<file path="config.mk">
export PLATFORM = sky130hd
export DESIGN_NAME = light_sensor_conversion_control
export DESIGN_NICKNAME = d
export VERILOG_FILES = /design/src/core/light_sensor_pkg.sv /design/src/core/light_sensor_conversion_control.sv /design/src/core/osc_divider.sv /design/src/core/charge_balance_adc.sv
export SDC_FILE = /design/constraint.sdc
export NUM_CORES = 1
export LEC_CHECK = 0
export BUFFER_PORTS_ARGS = -buffer_cell sky130_fd_sc_hd__clkbuf_2
export CAP_MARGIN = 15
export CORE_MARGIN = 2
export CORE_UTILIZATION = 63
export CTS_BUF_LIST = sky130_fd_sc_hd__clkbuf_4 sky130_fd_sc_hd__clkbuf_8
export DETAILED_ROUTE_END_ITERATION = 16
export PLACE_DENSITY = 0.83
export SYNTH_ARGS = -nofsm -noshare
export SYNTH_HDL_FRONTEND = slang
export SYNTH_SLANG_ARGS = --single-unit
</file>
<file path="constraint.sdc">
create_clock -name clock_i -period 4.7 [get_ports clock_i]
set_clock_uncertainty 0.15 [all_clocks]
set_input_delay 0.94 -clock clock_i [delete_from_list [all_inputs] [get_ports clock_i]]
set_output_delay 0.94 -clock clock_i [all_outputs]
set_load 0.05 [all_outputs]
</file>
<file path="src/core/light_sensor_pkg.sv">
// Contract
// - Integrating converter yields up to 16-bit count
// - Conversion length from 4/8/12/16-bit counter
// - Host selects range, range 0 lowest
// - Start powered down, results zero
// - One-shot converts once then powers down
// - Continuous mode overwrites results each conversion
// - Power-down command stops converting
// - Four modes: one-shot/continuous, visible/infrared
// - Result width equals selected resolution
// - Interrupt pin active low, open drain
// - Flag when above upper or below lower
// - Conversions continue after interrupt asserted
// - Persistence filter up to 8 cycles
package light_sensor_pkg;

  // ----------------------------------------------------------------
  // Register map
  // ----------------------------------------------------------------
  localparam logic [7:0] ADDR_COMMAND_1    = 8'h00;
  localparam logic [7:0] ADDR_COMMAND_2    = 8'h01;
  localparam logic [7:0] ADDR_DATA_LSB     = 8'h02;
  localparam logic [7:0] ADDR_DATA_MSB     = 8'h03;
  localparam logic [7:0] ADDR_THRESH_LO_L  = 8'h04;
  localparam logic [7:0] ADDR_THRESH_LO_H  = 8'h05;
  localparam logic [7:0] ADDR_THRESH_HI_L  = 8'h06;
  localparam logic [7:0] ADDR_THRESH_HI_H  = 8'h07;
  localparam logic [7:0] ADDR_IRQ_STATUS   = 8'h08;
  localparam logic [7:0] ADDR_IRQ_MASK     = 8'h09;

  // Command-1 fields
  localparam int OP_MSB     = 7;
  localparam int OP_LSB     = 5;
  localparam int INT_BIT    = 2;
  localparam int PRST_MSB   = 1;
  localparam int PRST_LSB   = 0;
  // Command-2 fields
  localparam int RES_MSB    = 3;
  localparam int RES_LSB    = 2;
  localparam int RANGE_MSB  = 1;
  localparam int RANGE_LSB  = 0;

  localparam logic [7:0]  RESET_BYTE   = 8'h00;
  localparam logic [15:0] RESET_WORD   = 16'h0000;
  localparam logic [15:0] RESET_HI_THR = 16'hFFFF;

  // Status / mask bit positions
  localparam int IRQ_THRESH = 0;
  localparam int IRQ_DONE   = 1;
  localparam int IRQ_W      = 2;

  // ----------------------------------------------------------------
  // Timing
  // ----------------------------------------------------------------
  localparam int CLOCK_MHZ       = 125;
  localparam int OSC_PERIOD_NS   = 40;
  localparam int OSC_DIV         = (OSC_PERIOD_NS * CLOCK_MHZ + 999) / 1000;
  localparam int RES_W           = 16;

  // ----------------------------------------------------------------
  // Types
  // ----------------------------------------------------------------
  typedef enum logic [2:0] {
    OP_POWER_DOWN = 3'b000,
    OP_ALS_ONCE   = 3'b001,
    OP_IR_ONCE    = 3'b010,
    OP_ALS_CONT   = 3'b101,
    OP_IR_CONT    = 3'b110
  } op_type;

  typedef enum logic [1:0] {
    RES_16 = 2'b00,
    RES_12 = 2'b01,
    RES_8  = 2'b10,
    RES_4  = 2'b11
  } res_type;

  typedef struct packed {
    logic [7:0] addr;
    logic [7:0] wdata;
    logic       wr;
    logic       rd;
  } bus_req_type;

  typedef struct packed {
    logic       start;
    logic       infrared;
    res_type    res;
    logic [1:0] range;
  } conv_cmd_type;

  typedef struct packed {
    logic        done;
    logic [15:0] count;
  } conv_res_type;

endpackage : light_sensor_pkg

</file>
<file path="src/core/light_sensor_conversion_control.sv">
`timescale 1ns/1ps
`default_nettype none
module light_sensor_conversion_control (
  input  wire logic        clock_i,
  input  wire logic        rst_i,
  input  wire logic [7:0]  addr_i,
  input  wire logic [7:0]  wdata_i,
  input  wire logic        wr_i,
  input  wire logic        rd_i,
  output logic      [7:0]  rdata_o,
  input  wire logic [15:0] visible_i,
  input  wire logic [15:0] infrared_i,
  input  wire logic        int_n_i,
  output logic             int_n_o,
  output logic             int_n_oe_o,
  output logic             irq_o,
  output logic             powered_o
);
  import light_sensor_pkg::*;

  // ----------------------------------------------------------------
  // State
  // ----------------------------------------------------------------
  typedef enum logic [1:0] {
    ST_POWER_DOWN = 2'b00,
    ST_START      = 2'b01,
    ST_CONVERT    = 2'b11
  } ctl_type;

  typedef struct packed {
    ctl_type      ctl;
    logic [2:0]   op;
    logic         int_flag;
    logic [1:0]   persist;
    res_type      res;
    logic [1:0]   range;
    logic [15:0]  data;
    logic [15:0]  thr_lo;
    logic [15:0]  thr_hi;
    logic [3:0]   out_cnt;
    logic [IRQ_W-1:0] status;
    logic [IRQ_W-1:0] mask;
    logic [7:0]   rdata;
    logic         int_oe;
    logic         irq;
    logic         powered;
    conv_cmd_type cmd;
  } top_state_type;

  top_state_type st_r;
  top_state_type st_nxt;
  bus_req_type   req;
  conv_res_type  conv;
  logic          tick;
  logic          out_range;
  logic [3:0]    persist_need;
  logic [IRQ_W-1:0] events;
  logic          is_cont;

  // Line level is not read; the pin is output-only from our side
  logic unused_pin;
  assign unused_pin = int_n_i;

  assign req = '{addr: addr_i, wdata: wdata_i, wr: wr_i, rd: rd_i};

  // ----------------------------------------------------------------
  // Submodules
  // ----------------------------------------------------------------
  osc_divider u_div (
    .clock_i (clock_i),
    .rst_i   (rst_i),
    .run_i   (st_r.ctl == ST_CONVERT),
    .tick_o  (tick)
  );

  charge_balance_adc u_adc (
    .clock_i    (clock_i),
    .rst_i      (rst_i),
    .tick_i     (tick),
    .cmd_i      (st_r.cmd),
    .visible_i  (visible_i),
    .infrared_i (infrared_i),
    .res_o      (conv)
  );

  // ----------------------------------------------------------------
  // Next state
  // ----------------------------------------------------------------
  always_comb begin
    st_nxt       = st_r;
    st_nxt.cmd   = '0;
    st_nxt.rdata = 8'h00;
    events       = '0;
    is_cont      = st_r.op[2];
    out_range    = (conv.count > st_r.thr_hi) ||
                   (conv.count < st_r.thr_lo);
    unique case (st_r.persist)
      2'b00:   persist_need = 4'h1;
      2'b01:   persist_need = 4'h4;
      2'b10:   persist_need = 4'h8;
      default: persist_need = 4'h8;
    endcase

    // Conversion sequencing
    unique case (st_r.ctl)
      ST_POWER_DOWN: begin
      end
      ST_START: begin
        st_nxt.cmd = '{start: 1'b1, infrared: st_r.op[1],
                       res: st_r.res, range: st_r.range};
        st_nxt.ctl = ST_CONVERT;
      end
      ST_CONVERT: begin
        // A done pulse beside a fresh start belongs to the cut conversion
        if (conv.done && !st_r.cmd.start) begin
          st_nxt.data = conv.count;
          events[IRQ_DONE] = 1'b1;
          // Persistence counts whole integration cycles only
          if (out_range) begin
            if (st_r.out_cnt != persist_need) begin
              st_nxt.out_cnt = st_r.out_cnt + 4'h1;
            end
            if (st_r.out_cnt + 4'h1 >= persist_need) begin
              st_nxt.int_flag = 1'b1;
              events[IRQ_THRESH] = 1'b1;
            end
          end else begin
            st_nxt.out_cnt = 4'h0;
          end
          // Interrupt never pauses the sequence
          if (is_cont) begin
            st_nxt.ctl = ST_START;
          end else begin
            st_nxt.ctl = ST_POWER_DOWN;
            st_nxt.op  = OP_POWER_DOWN;
          end
        end
      end
      default: st_nxt.ctl = ST_POWER_DOWN;
    endcase

    // Register writes
    if (req.wr) begin
      unique case (req.addr)
        ADDR_COMMAND_1: begin
          st_nxt.op      = req.wdata[OP_MSB:OP_LSB];
          st_nxt.persist = req.wdata[PRST_MSB:PRST_LSB];
          // Writing zero clears the held flag; a new hit this cycle wins
          if (!req.wdata[INT_BIT] && !events[IRQ_THRESH]) begin
            st_nxt.int_flag = 1'b0;
          end
          st_nxt.out_cnt = 4'h0;
          unique case (req.wdata[OP_MSB:OP_LSB])
            OP_ALS_ONCE, OP_IR_ONCE, OP_ALS_CONT, OP_IR_CONT:
              st_nxt.ctl = ST_START;
            default: st_nxt.ctl = ST_POWER_DOWN;
          endcase
        end
        ADDR_COMMAND_2: begin
          st_nxt.res   = res_type'(req.wdata[RES_MSB:RES_LSB]);
          st_nxt.range = req.wdata[RANGE_MSB:RANGE_LSB];
        end
        ADDR_THRESH_LO_L: st_nxt.thr_lo[7:0]  = req.wdata;
        ADDR_THRESH_LO_H: st_nxt.thr_lo[15:8] = req.wdata;
        ADDR_THRESH_HI_L: st_nxt.thr_hi[7:0]  = req.wdata;
        ADDR_THRESH_HI_H: st_nxt.thr_hi[15:8] = req.wdata;
        ADDR_IRQ_STATUS:
          st_nxt.status = st_r.status & ~req.wdata[IRQ_W-1:0];
        ADDR_IRQ_MASK:    st_nxt.mask = req.wdata[IRQ_W-1:0];
        default: begin
        end
      endcase
    end
    // Set beats the write-one clear
    st_nxt.status = st_nxt.status | events;

    // Register reads, data one cycle later
    if (req.rd) begin
      unique case (req.addr)
        ADDR_COMMAND_1:
          st_nxt.rdata = {st_r.op, 2'b00, st_r.int_flag, st_r.persist};
        ADDR_COMMAND_2:
          st_nxt.rdata = {4'h0, st_r.res, st_r.range};
        ADDR_DATA_LSB:    st_nxt.rdata = st_r.data[7:0];
        ADDR_DATA_MSB:    st_nxt.rdata = st_r.data[15:8];
        ADDR_THRESH_LO_L: st_nxt.rdata = st_r.thr_lo[7:0];
        ADDR_THRESH_LO_H: st_nxt.rdata = st_r.thr_lo[15:8];
        ADDR_THRESH_HI_L: st_nxt.rdata = st_r.thr_hi[7:0];
        ADDR_THRESH_HI_H: st_nxt.rdata = st_r.thr_hi[15:8];
        ADDR_IRQ_STATUS:  st_nxt.rdata = {6'h00, st_r.status};
        ADDR_IRQ_MASK:    st_nxt.rdata = {6'h00, st_r.mask};
        default:          st_nxt.rdata = 8'h00;
      endcase
    end

    st_nxt.int_oe  = st_nxt.int_flag;
    st_nxt.irq     = |(st_nxt.status & st_nxt.mask);
    st_nxt.powered = (st_nxt.ctl != ST_POWER_DOWN);
  end

  // ----------------------------------------------------------------
  // Registers
  // ----------------------------------------------------------------
  always_ff @(posedge clock_i) begin
    if (rst_i) begin
      st_r        <= '0;
      st_r.thr_hi <= RESET_HI_THR;
    end else begin
      st_r <= st_nxt;
    end
  end

  assign rdata_o    = st_r.rdata;
  assign int_n_o    = 1'b0;
  assign int_n_oe_o = st_r.int_oe;
  assign irq_o      = st_r.irq;
  assign powered_o  = st_r.powered;
endmodule : light_sensor_conversion_control
`default_nettype wire

</file>
<file path="src/core/osc_divider.sv">
`timescale 1ns/1ps
`default_nettype none
module osc_divider (
  input  wire logic clock_i,
  input  wire logic rst_i,
  input  wire logic run_i,
  output logic      tick_o
);
  import light_sensor_pkg::*;

  typedef struct packed {
    logic [7:0] cnt;
    logic       tick;
  } div_state_type;

  div_state_type st_r;
  div_state_type st_nxt;

  // ----------------------------------------------------------------
  // Oscillator tick, stopped in power-down to save energy
  // ----------------------------------------------------------------
  always_comb begin
    st_nxt      = st_r;
    st_nxt.tick = 1'b0;
    if (!run_i) begin
      st_nxt.cnt = 8'h00;
    end else if (st_r.cnt == 8'(OSC_DIV - 1)) begin
      st_nxt.cnt  = 8'h00;
      st_nxt.tick = 1'b1;
    end else begin
      st_nxt.cnt = st_r.cnt + 8'h01;
    end
  end

  always_ff @(posedge clock_i) begin
    if (rst_i) begin
      st_r <= '0;
    end else begin
      st_r <= st_nxt;
    end
  end

  assign tick_o = st_r.tick;
endmodule : osc_divider
`default_nettype wire

</file>
<file path="src/core/charge_balance_adc.sv">
`timescale 1ns/1ps
`default_nettype none
module charge_balance_adc (
  input  wire logic                           clock_i,
  input  wire logic                           rst_i,
  input  wire logic                           tick_i,
  input  wire light_sensor_pkg::conv_cmd_type cmd_i,
  input  wire logic [15:0]                    visible_i,
  input  wire logic [15:0]                    infrared_i,
  output light_sensor_pkg::conv_res_type      res_o
);
  import light_sensor_pkg::*;

  typedef struct packed {
    logic         busy;
    logic         infrared;
    logic [1:0]   range;
    logic [15:0]  last;
    logic [15:0]  accum;
    logic [16:0]  integ;
    logic [15:0]  count;
    conv_res_type res;
  } adc_state_type;

  adc_state_type st_r;
  adc_state_type st_nxt;
  logic [15:0]   src;
  logic [16:0]   scaled;

  // ----------------------------------------------------------------
  // Integration: each tick adds scaled current; overflow emits a count
  // ----------------------------------------------------------------
  always_comb begin
    st_nxt       = st_r;
    st_nxt.res.done = 1'b0;
    src    = st_r.infrared ? infrared_i : visible_i;
    // Higher range divides the current so the same count means more light
    scaled = {1'b0, src >> {st_r.range, 1'b0}};
    if (cmd_i.start) begin
      st_nxt.busy     = 1'b1;
      st_nxt.infrared = cmd_i.infrared;
      st_nxt.range    = cmd_i.range;
      st_nxt.integ    = 17'h0_0000;
      st_nxt.count    = 16'h0000;
      // A restart may cut a conversion short, so the length count starts over
      st_nxt.accum    = 16'h0000;
      unique case (cmd_i.res)
        RES_16: st_nxt.last = 16'hFFFF;
        RES_12: st_nxt.last = 16'h0FFF;
        RES_8:  st_nxt.last = 16'h00FF;
        RES_4:  st_nxt.last = 16'h000F;
      endcase
    end else if (st_r.busy && tick_i) begin
      // Charge balance: subtract a reference packet on each overflow
      st_nxt.integ = st_r.integ + scaled;
      if (st_nxt.integ[16]) begin
        st_nxt.integ[16] = 1'b0;
        if (st_r.count != st_r.last) begin
          st_nxt.count = st_r.count + 16'h0001;
        end
      end
      st_nxt.accum = st_r.accum + 16'h0001;
      if (st_r.accum == st_r.last) begin
        st_nxt.busy      = 1'b0;
        st_nxt.accum     = 16'h0000;
        st_nxt.res.done  = 1'b1;
        st_nxt.res.count = st_nxt.count & st_r.last;
      end
    end
  end

  always_ff @(posedge clock_i) begin
    if (rst_i) begin
      st_r <= '0;
    end else begin
      st_r <= st_nxt;
    end
  end

  assign res_o = st_r.res;
endmodule : charge_balance_adc
`default_nettype wire

</file>
==> results of run 1 <==
per-layer routing:
layer	routed length, um	track usage, %	vias up
met5	0	0	-
met4	899	13.1	0
met3	1360	5.40	68
met2	10800	47.3	316
met1	10300	39.4	3980
li1	-	-	4181
cells by family after synthesis:
group | count (synthesis) | share of synthesized area [%]
buf+inv | 125 | 5.58
other cells | 1 | 0.0394
simple gates | 437 | 22.0
xor+xnor | 46 | 4.24
mux | 59 | 8.74
compound gates | 255 | 17.0
flops | 166 | 35.0
fa+ha+maj | 56 | 7.45
critical path: cells and delay by family, from the launching register on:
kind,cells,cell delay (ns)
AO/OA/AOI/OAI,4,0.95
multiplexers,2,0.84
AND/OR/NAND/NOR,2,0.81
buffers and inverters,2,0.50
adder cells (fa/ha/maj),1,0.40
flip-flops,1,0.31
Yosys cell counts, types with 18 or more instances:
| library cell | count | area [um^2] |
|---|---|---|
| nand2_1 | 148 | 556 |
| ha_1 | 55 | 688 |
| mux2i_1 | 29 | 290 |
| nand4_1 | 18 | 113 |
| a21oi_1 | 96 | 480 |
| clkbuf_1 | 43 | 161 |
| nor2_1 | 103 | 387 |
| or4_1 | 18 | 135 |
| o21ai_1 | 25 | 125 |
| nand3_1 | 60 | 300 |
| dfxtp_1 | 166 | 3320 |
| inv_1 | 55 | 206 |
| xor2_1 | 20 | 175 |
| xnor2_1 | 26 | 228 |
| mux4_2 | 18 | 405 |
| o21ai_0 | 21 | 105 |
final cells by class:
| class | count | area (um^2) | share of cell area (%) |
|---|---|---|---|
| Multi-Input combinational cell | 854 | 5660 | 55.0 |
| Sequential cell | 166 | 3320 | 32.3 |
| Timing Repair Buffer | 80 | 445 | 4.33 |
| Clock buffer | 21 | 283 | 2.75 |
| Tap cell | 184 | 230 | 2.24 |
| Inverter | 55 | 206 | 2.01 |
| Clock inverter | 11 | 149 | 1.45 |
cells in the final DEF, fill, tap and decap left out, types with 20 or more instances in the layout:
cell      instances
clkbuf_8         20
clkbuf_2         62
ha_1             55
mux2i_1          29
xnor2_1          26
nor2_1          103
o21ai_1          25
inv_1            55
xor2_1           20
o21ai_0          21
nand2_1         148
a21oi_1          96
dfxtp_1         166
nand3_1          60
per-stage QoR:
| stage | total power [uW] | instance area (um^2) | cells |
|---|---|---|---|
| 6_report | 2650 | 10300 | 1371 |
| 5_1_grt | 2730 | 10300 | 1371 |
| 3_3_place_gp | 1570 | 9860 | 1338 |
| 2_1_floorplan | 1530 | 9510 | 1145 |
| 3_5_place_dp | 1580 | 9860 | 1338 |
| 4_1_cts | 2660 | 10300 | 1370 |
worst max-delay path by stage:
stage	from	endpoint	slack, ns
2_1_floorplan	u_adc.st_r[84]$_SDFFE_PP0P_	u_adc.st_r[30]$_SDFFE_PP0P_	0.64
3_3_place_gp	infrared_i[11]	u_adc.st_r[32]$_SDFFE_PP0P_	0.44
3_5_place_dp	infrared_i[15]	u_adc.st_r[24]$_SDFFE_PP0P_	0.39
4_1_cts	u_adc.st_r[84]$_SDFFE_PP0P_	u_adc.st_r[22]$_SDFFE_PP0P_	0.66
5_1_grt	u_adc.st_r[84]$_SDFFE_PP0P_	u_adc.st_r[22]$_SDFFE_PP0P_	0.48
6_report	u_adc.st_r[84]$_SDFFE_PP0P_	u_adc.st_r[22]$_SDFFE_PP0P_	0.66
registers in the layout, indices dropped and copies added (netlist names):
register / flops
st_r: 72
u_adc.st_r: 56
u_adc.res_o: 17
rdata_o: 8
u_div.st_r: 8
int_n_oe_o: 1
irq_o: 1
is_cont: 1
powered_o: 1
u_div.tick_o: 1
power groups by stage:
stage | combinational [uW] | clock, uW | sequential (uW)
global route | 152 | 1170 | 1410
detailed placement | 136 | 0 | 1440
global placement | 134 | 0 | 1440
floorplan | 86.6 | 0 | 1440
CTS | 137 | 1120 | 1410
finish | 140 | 1110 | 1410
==> flow_metrics.py, run 1 <==
metrics = {
    "status": {
        "outcome": "completed",
    },
    "layout": {
        "fillers": 1184,
        "finalNetCount": 1283,
        "drive_gt1_share_pct": 12.5,
        "synthToLayoutAreaGrowth_pct": 8.29,
        "fin_util_pct": 70.3,
        "n_antenna_cell": 0,
    },
    "synth": {
        "ys_seq_area_share_pct": 35.0,
        "synth_edf_count": 0,
        "ys_async_sr_fraction_pct": 0,
        "syn_inst": 1145,
        "syn_nets": 1254,
        "ys_types": 69,
        "synthFlopType": "dfxtp_1",
        "synth_area_per_cell_um2": 8.30,
        "ys_ff_latch": 166,
        "netlist_area_um2": 9510,
        "yosys_warnings": 0,
    },
    "route": {
        "avgRoutedWirePerCell_um": 17.0,
        "wirelength_um": 23300,
        "drc": 0,
        "ant_nets": 0,
        "first_pass_iters": 5,
        "drt-initial-drc-count": 795,
        "viasPerCell": 6.23,
        "via_count": 8545,
    },
    "clock_tree": {
        "clockBufferDepth": 2,
        "cts_tree": "yes",
        "postCtsSetupBuffers": 0,
        "numCtsBuffers": 17,
        "hold_buffers": 0,
        "cts.sink_count": 166,
        "clk_pin_slew_ns": 0.09,
        "cts-root-buf": "clkbuf_8",
        "clock_latency_ns": 0.47,
        "htreeDepth": 4,
        "cts_resized": 0,
    },
    "die": {
        "rows": 44,
        "coreArea_um2": 14600,
        "chipWidth_um": 127,
        "initial_utilization_pct": 64.9,
        "die_area_um2": 16100,
        "die-height_um": 127,
        "num_io_pins": 65,
    },
    "grt": {
        "grt_pass1_vias": 8038,
        "grt.overflow.total": 0,
        "grt_max_degree": 84,
        "grt_use_total_pct": 29.6,
        "antenna_found_initial": 0,
        "grt_pass1_wl_um": 39100,
    },
    "pwr": {
        "cellPowerDensity_nw_per_um2": 258,
        "switchingPower_uw": 618,
        "ir_drop_v": 0.000193,
        "p_int_uw": 2030,
        "p_sw_share_pct": 23.3,
        "combPwrFrac_pct": 5.3,
        "pwr-share-seq_pct": 53.0,
        "power_leakage_uw": 0.00391,
        "pwr-share-clk_pct": 41.7,
    },
    "critical_path": {
        "path_class": "flop to flop",
        "path_cells": "buf_4 > mux4_2 > mux2_2 > ha_1 > a21oi_1 > o221a_1 > and3_1 > a211o_1 > buf_4 > or4_1 > a21oi_1",
        "critPathMaxFanout": 21,
        "r2r-start": "u_adc.st_r[84]$_SDFFE_PP0P_",
        "ff2ff_path_depth": 11,
        "cp_data_required_time_ns": 4.94,
        "r2r-end": "u_adc.st_r[22]$_SDFFE_PP0P_",
        "cpPeakStageDelay_ns": 0.56,
        "r2r_slack_ns": 0.66,
        "end_kind": "flop",
        "worstSetupStartpointType": "flop",
        "cp_slowest_cell": "mux4_2",
        "cp.arrival_ns": 4.28,
    },
    "placement": {
        "numPortBuffers": 62,
        "dp_hpwl_um": 16700,
        "place_congestion": 0.902,
        "post-place-ws_ns": 0.395,
    },
    "hold_path": {
        "min_path_type": "flop to flop",
        "hold_depth": 2,
        "whs_endpoint": "st_r[57]$_SDFFE_PP0P_",
        "min_from": "st_r[57]$_SDFFE_PP0P_",
    },
    "timing": {
        "setup_ws_ns": 0.657,
        "max_freq_ghz": 0.247,
        "hold_violations": 0,
        "finalCritPeriodShare_pct": 86.0,
        "fin_hold_ws_ns": 0.316,
        "rsz0062_at_grt": "false",
        "period_needed_ns": 4.04,
        "drv_slew": 0,
        "fin_setup_tns_ns": 0,
        "slew_headroom_pct": 40.5,
        "tightestPinTransition_ns": 0.885,
        "setup_viol": 0,
    },
    "run": {
        "max_cap_viol_count": 0,
    },
}
(Power assumes the default switching activity.)
==> run 2: changes to the inputs <==
--- a/config.mk
+++ b/config.mk
@@ -8,10 +8,9 @@
 export BUFFER_PORTS_ARGS = -buffer_cell sky130_fd_sc_hd__clkbuf_2
 export CAP_MARGIN = 15
 export CORE_MARGIN = 2
-export CORE_UTILIZATION = 63
+export CORE_UTILIZATION = 45
 export CTS_BUF_LIST = sky130_fd_sc_hd__clkbuf_4 sky130_fd_sc_hd__clkbuf_8
 export DETAILED_ROUTE_END_ITERATION = 16
-export PLACE_DENSITY = 0.83
 export SYNTH_ARGS = -nofsm -noshare
 export SYNTH_HDL_FRONTEND = slang
 export SYNTH_SLANG_ARGS = --single-unit
==> flow_metrics.py, run 2 (synthesized netlist as in run 1, its figures left out) <==
metrics = {
    "clock_tree": {
        "postCtsSetupBuffers": 0,
        "cts_tree": "yes",
        "clk_pin_slew_ns": 0.10,
        "clock_latency_ns": 0.48,
        "cts_resized": 0,
        "numCtsBuffers": 17,
        "clockBufferDepth": 2,
        "hold_buffers": 0,
        "cts-root-buf": "clkbuf_8",
        "htreeDepth": 4,
        "cts.sink_count": 166,
    },
    "layout": {
        "layout_common_cells": "dfxtp_1 (166), nand2_1 (148), nor2_1 (103), a21oi_1 (96), clkbuf_2 (62)",
        "n_antenna_cell": 0,
        "max_flop_register": "st_r",
        "final_common_cell": "dfxtp_1",
        "synthToLayoutAreaGrowth_pct": 9.26,
        "drive_gt1_share_pct": 12.5,
        "fin_util_pct": 49.7,
        "postLayoutCellArea_um2": 10400,
        "largest_reg_flops": 72,
        "finalNetCount": 1284,
    },
    "critical_path": {
        "path_cells": "buf_4 > mux4_2 > mux2_2 > ha_1 > a21oi_1 > o221a_1 > and3_1 > a211o_1 > buf_4 > or4_1 > a21oi_1",
        "cpPeakStageDelay_ns": 0.57,
        "end_kind": "flop",
        "cp_data_required_time_ns": 4.95,
        "worstSetupStartpointType": "flop",
        "cp_slowest_cell": "mux4_2",
        "path_buf_inv": 2,
        "cp.arrival_ns": 4.31,
        "r2r_slack_ns": 0.64,
        "path_class": "flop to flop",
        "critPathMaxFanout": 22,
        "cpLargestDelayFamily": "compound AO/OA/AOI/OAI gates",
    },
    "grt": {
        "grt_use_total_pct": 22.5,
        "antenna_found_initial": 0,
        "grt_pass1_wl_um": 39800,
        "grt_pass1_vias": 7745,
        "grt.overflow.total": 0,
        "grt_max_degree": 84,
    },
    "route": {
        "met2_length_um": 10800,
        "avgRoutedWirePerCell_um": 16.5,
        "wirelength_um": 24200,
        "wl_met1_um": 11400,
        "wl_met3_um": 1080,
        "drc": 0,
        "ant_nets": 0,
        "top_layer": "met4",
        "via_count": 8266,
        "first_pass_iters": 5,
        "viasPerCell": 5.65,
        "drt-initial-drc-count": 567,
    },
    "pwr": {
        "cellPowerDensity_nw_per_um2": 249,
        "ir_drop_v": 0.000155,
        "switchingPower_uw": 627,
        "power_leakage_uw": 0.00391,
        "p_int_uw": 1960,
        "pwr-share-seq_pct": 54.4,
        "combPwrFrac_pct": 5.4,
        "pwr-share-clk_pct": 40.2,
        "p_sw_share_pct": 24.2,
    },
    "placement": {
        "place_congestion": 0.867,
        "post-place-ws_ns": 0.335,
        "numPortBuffers": 62,
        "place_area_um2": 9990,
        "dp_hpwl_um": 17700,
    },
    "timing": {
        "fin_hold_ws_ns": 0.304,
        "finalCritPeriodShare_pct": 86.5,
        "rsz0062_at_grt": "false",
        "setup_viol": 0,
        "fin_setup_tns_ns": 0,
        "drv_slew": 0,
        "period_needed_ns": 4.06,
        "max_freq_ghz": 0.246,
        "slew_headroom_pct": 38.8,
        "setup_ws_ns": 0.635,
        "tightestPinTransition_ns": 0.918,
        "hold_violations": 0,
    },
    "die": {
        "coreArea_um2": 20900,
        "rows": 53,
        "die-height_um": 149,
        "die_area_um2": 22300,
        "initial_utilization_pct": 45.5,
        "chipWidth_um": 149,
        "num_io_pins": 65,
    },
    "run": {
        "max_cap_viol_count": 0,
    },
    "status": {
        "outcome": "completed",
    },
    "hold_path": {
        "min_path_type": "flop to flop",
    },
}
## run 2: changes by cell type in the layout (fill, tap and decap cells not counted), sizes merged
cell / change
buf: +1
clkbuf: +2
inv: +1
clkinvlp: -1
bufinv: -2
## run 2: worst paths after layout
check,startpoint,endpoint,cells past startpoint
setup / recovery,u_adc.st_r[84]$_SDFFE_PP0P_,u_adc.st_r[29]$_SDFFE_PP0P_,11
hold / removal,u_adc.st_r[46]$_SDFFE_PP0P_,u_adc.st_r[46]$_SDFFE_PP0P_,2
setup reg to reg,u_adc.st_r[84]$_SDFFE_PP0P_,u_adc.st_r[29]$_SDFFE_PP0P_,11
hold reg to reg,u_adc.st_r[46]$_SDFFE_PP0P_,u_adc.st_r[46]$_SDFFE_PP0P_,2
## run 2: metal layers
layer  GRT usage [%]  vias up
li1                -     4176
met1            30.2     3837
met2            35.3      210
met3            3.61       43
met4            10.7        0
met5               0        -
## run 2: cell type report
class / count / area, um^2
Clock inverter: 9 / 92.6
Sequential cell: 166 / 3320
Tap cell: 275 / 344
Clock buffer: 23 / 310
Timing Repair Buffer: 81 / 453
Inverter: 55 / 206
Multi-Input combinational cell: 854 / 5660
Fill cell: 2062 / 10500
## run 2: metrics by stage
stage,instances,power (uW)
2_1_floorplan,1145,1530
3_3_place_gp,1431,1580
3_5_place_dp,1431,1580
4_1_cts,1463,2620
5_1_grt,1463,2690
6_report,1463,2590
## run 2: power by group through the flow
stage	Clock [uW]	Combinational, uW	Sequential, uW
6_report	1040	141	1410
5_1_grt	1130	155	1410
4_1_cts	1070	141	1410
3_5_place_dp	0	140	1440
3_3_place_gp	0	140	1440
2_1_floorplan	0	86.6	1440
## run 2: worst register-to-register path, stage by stage (launching register included)
cell     delay, ns
dfxtp_1       0.32
buf_4         0.29
mux4_2        0.57
mux2_2        0.29
ha_1          0.42
a21oi_1       0.13
o221a_1       0.29
and3_1        0.32
a211o_1       0.36
buf_4         0.21
or4_1         0.49
a21oi_1       0.15
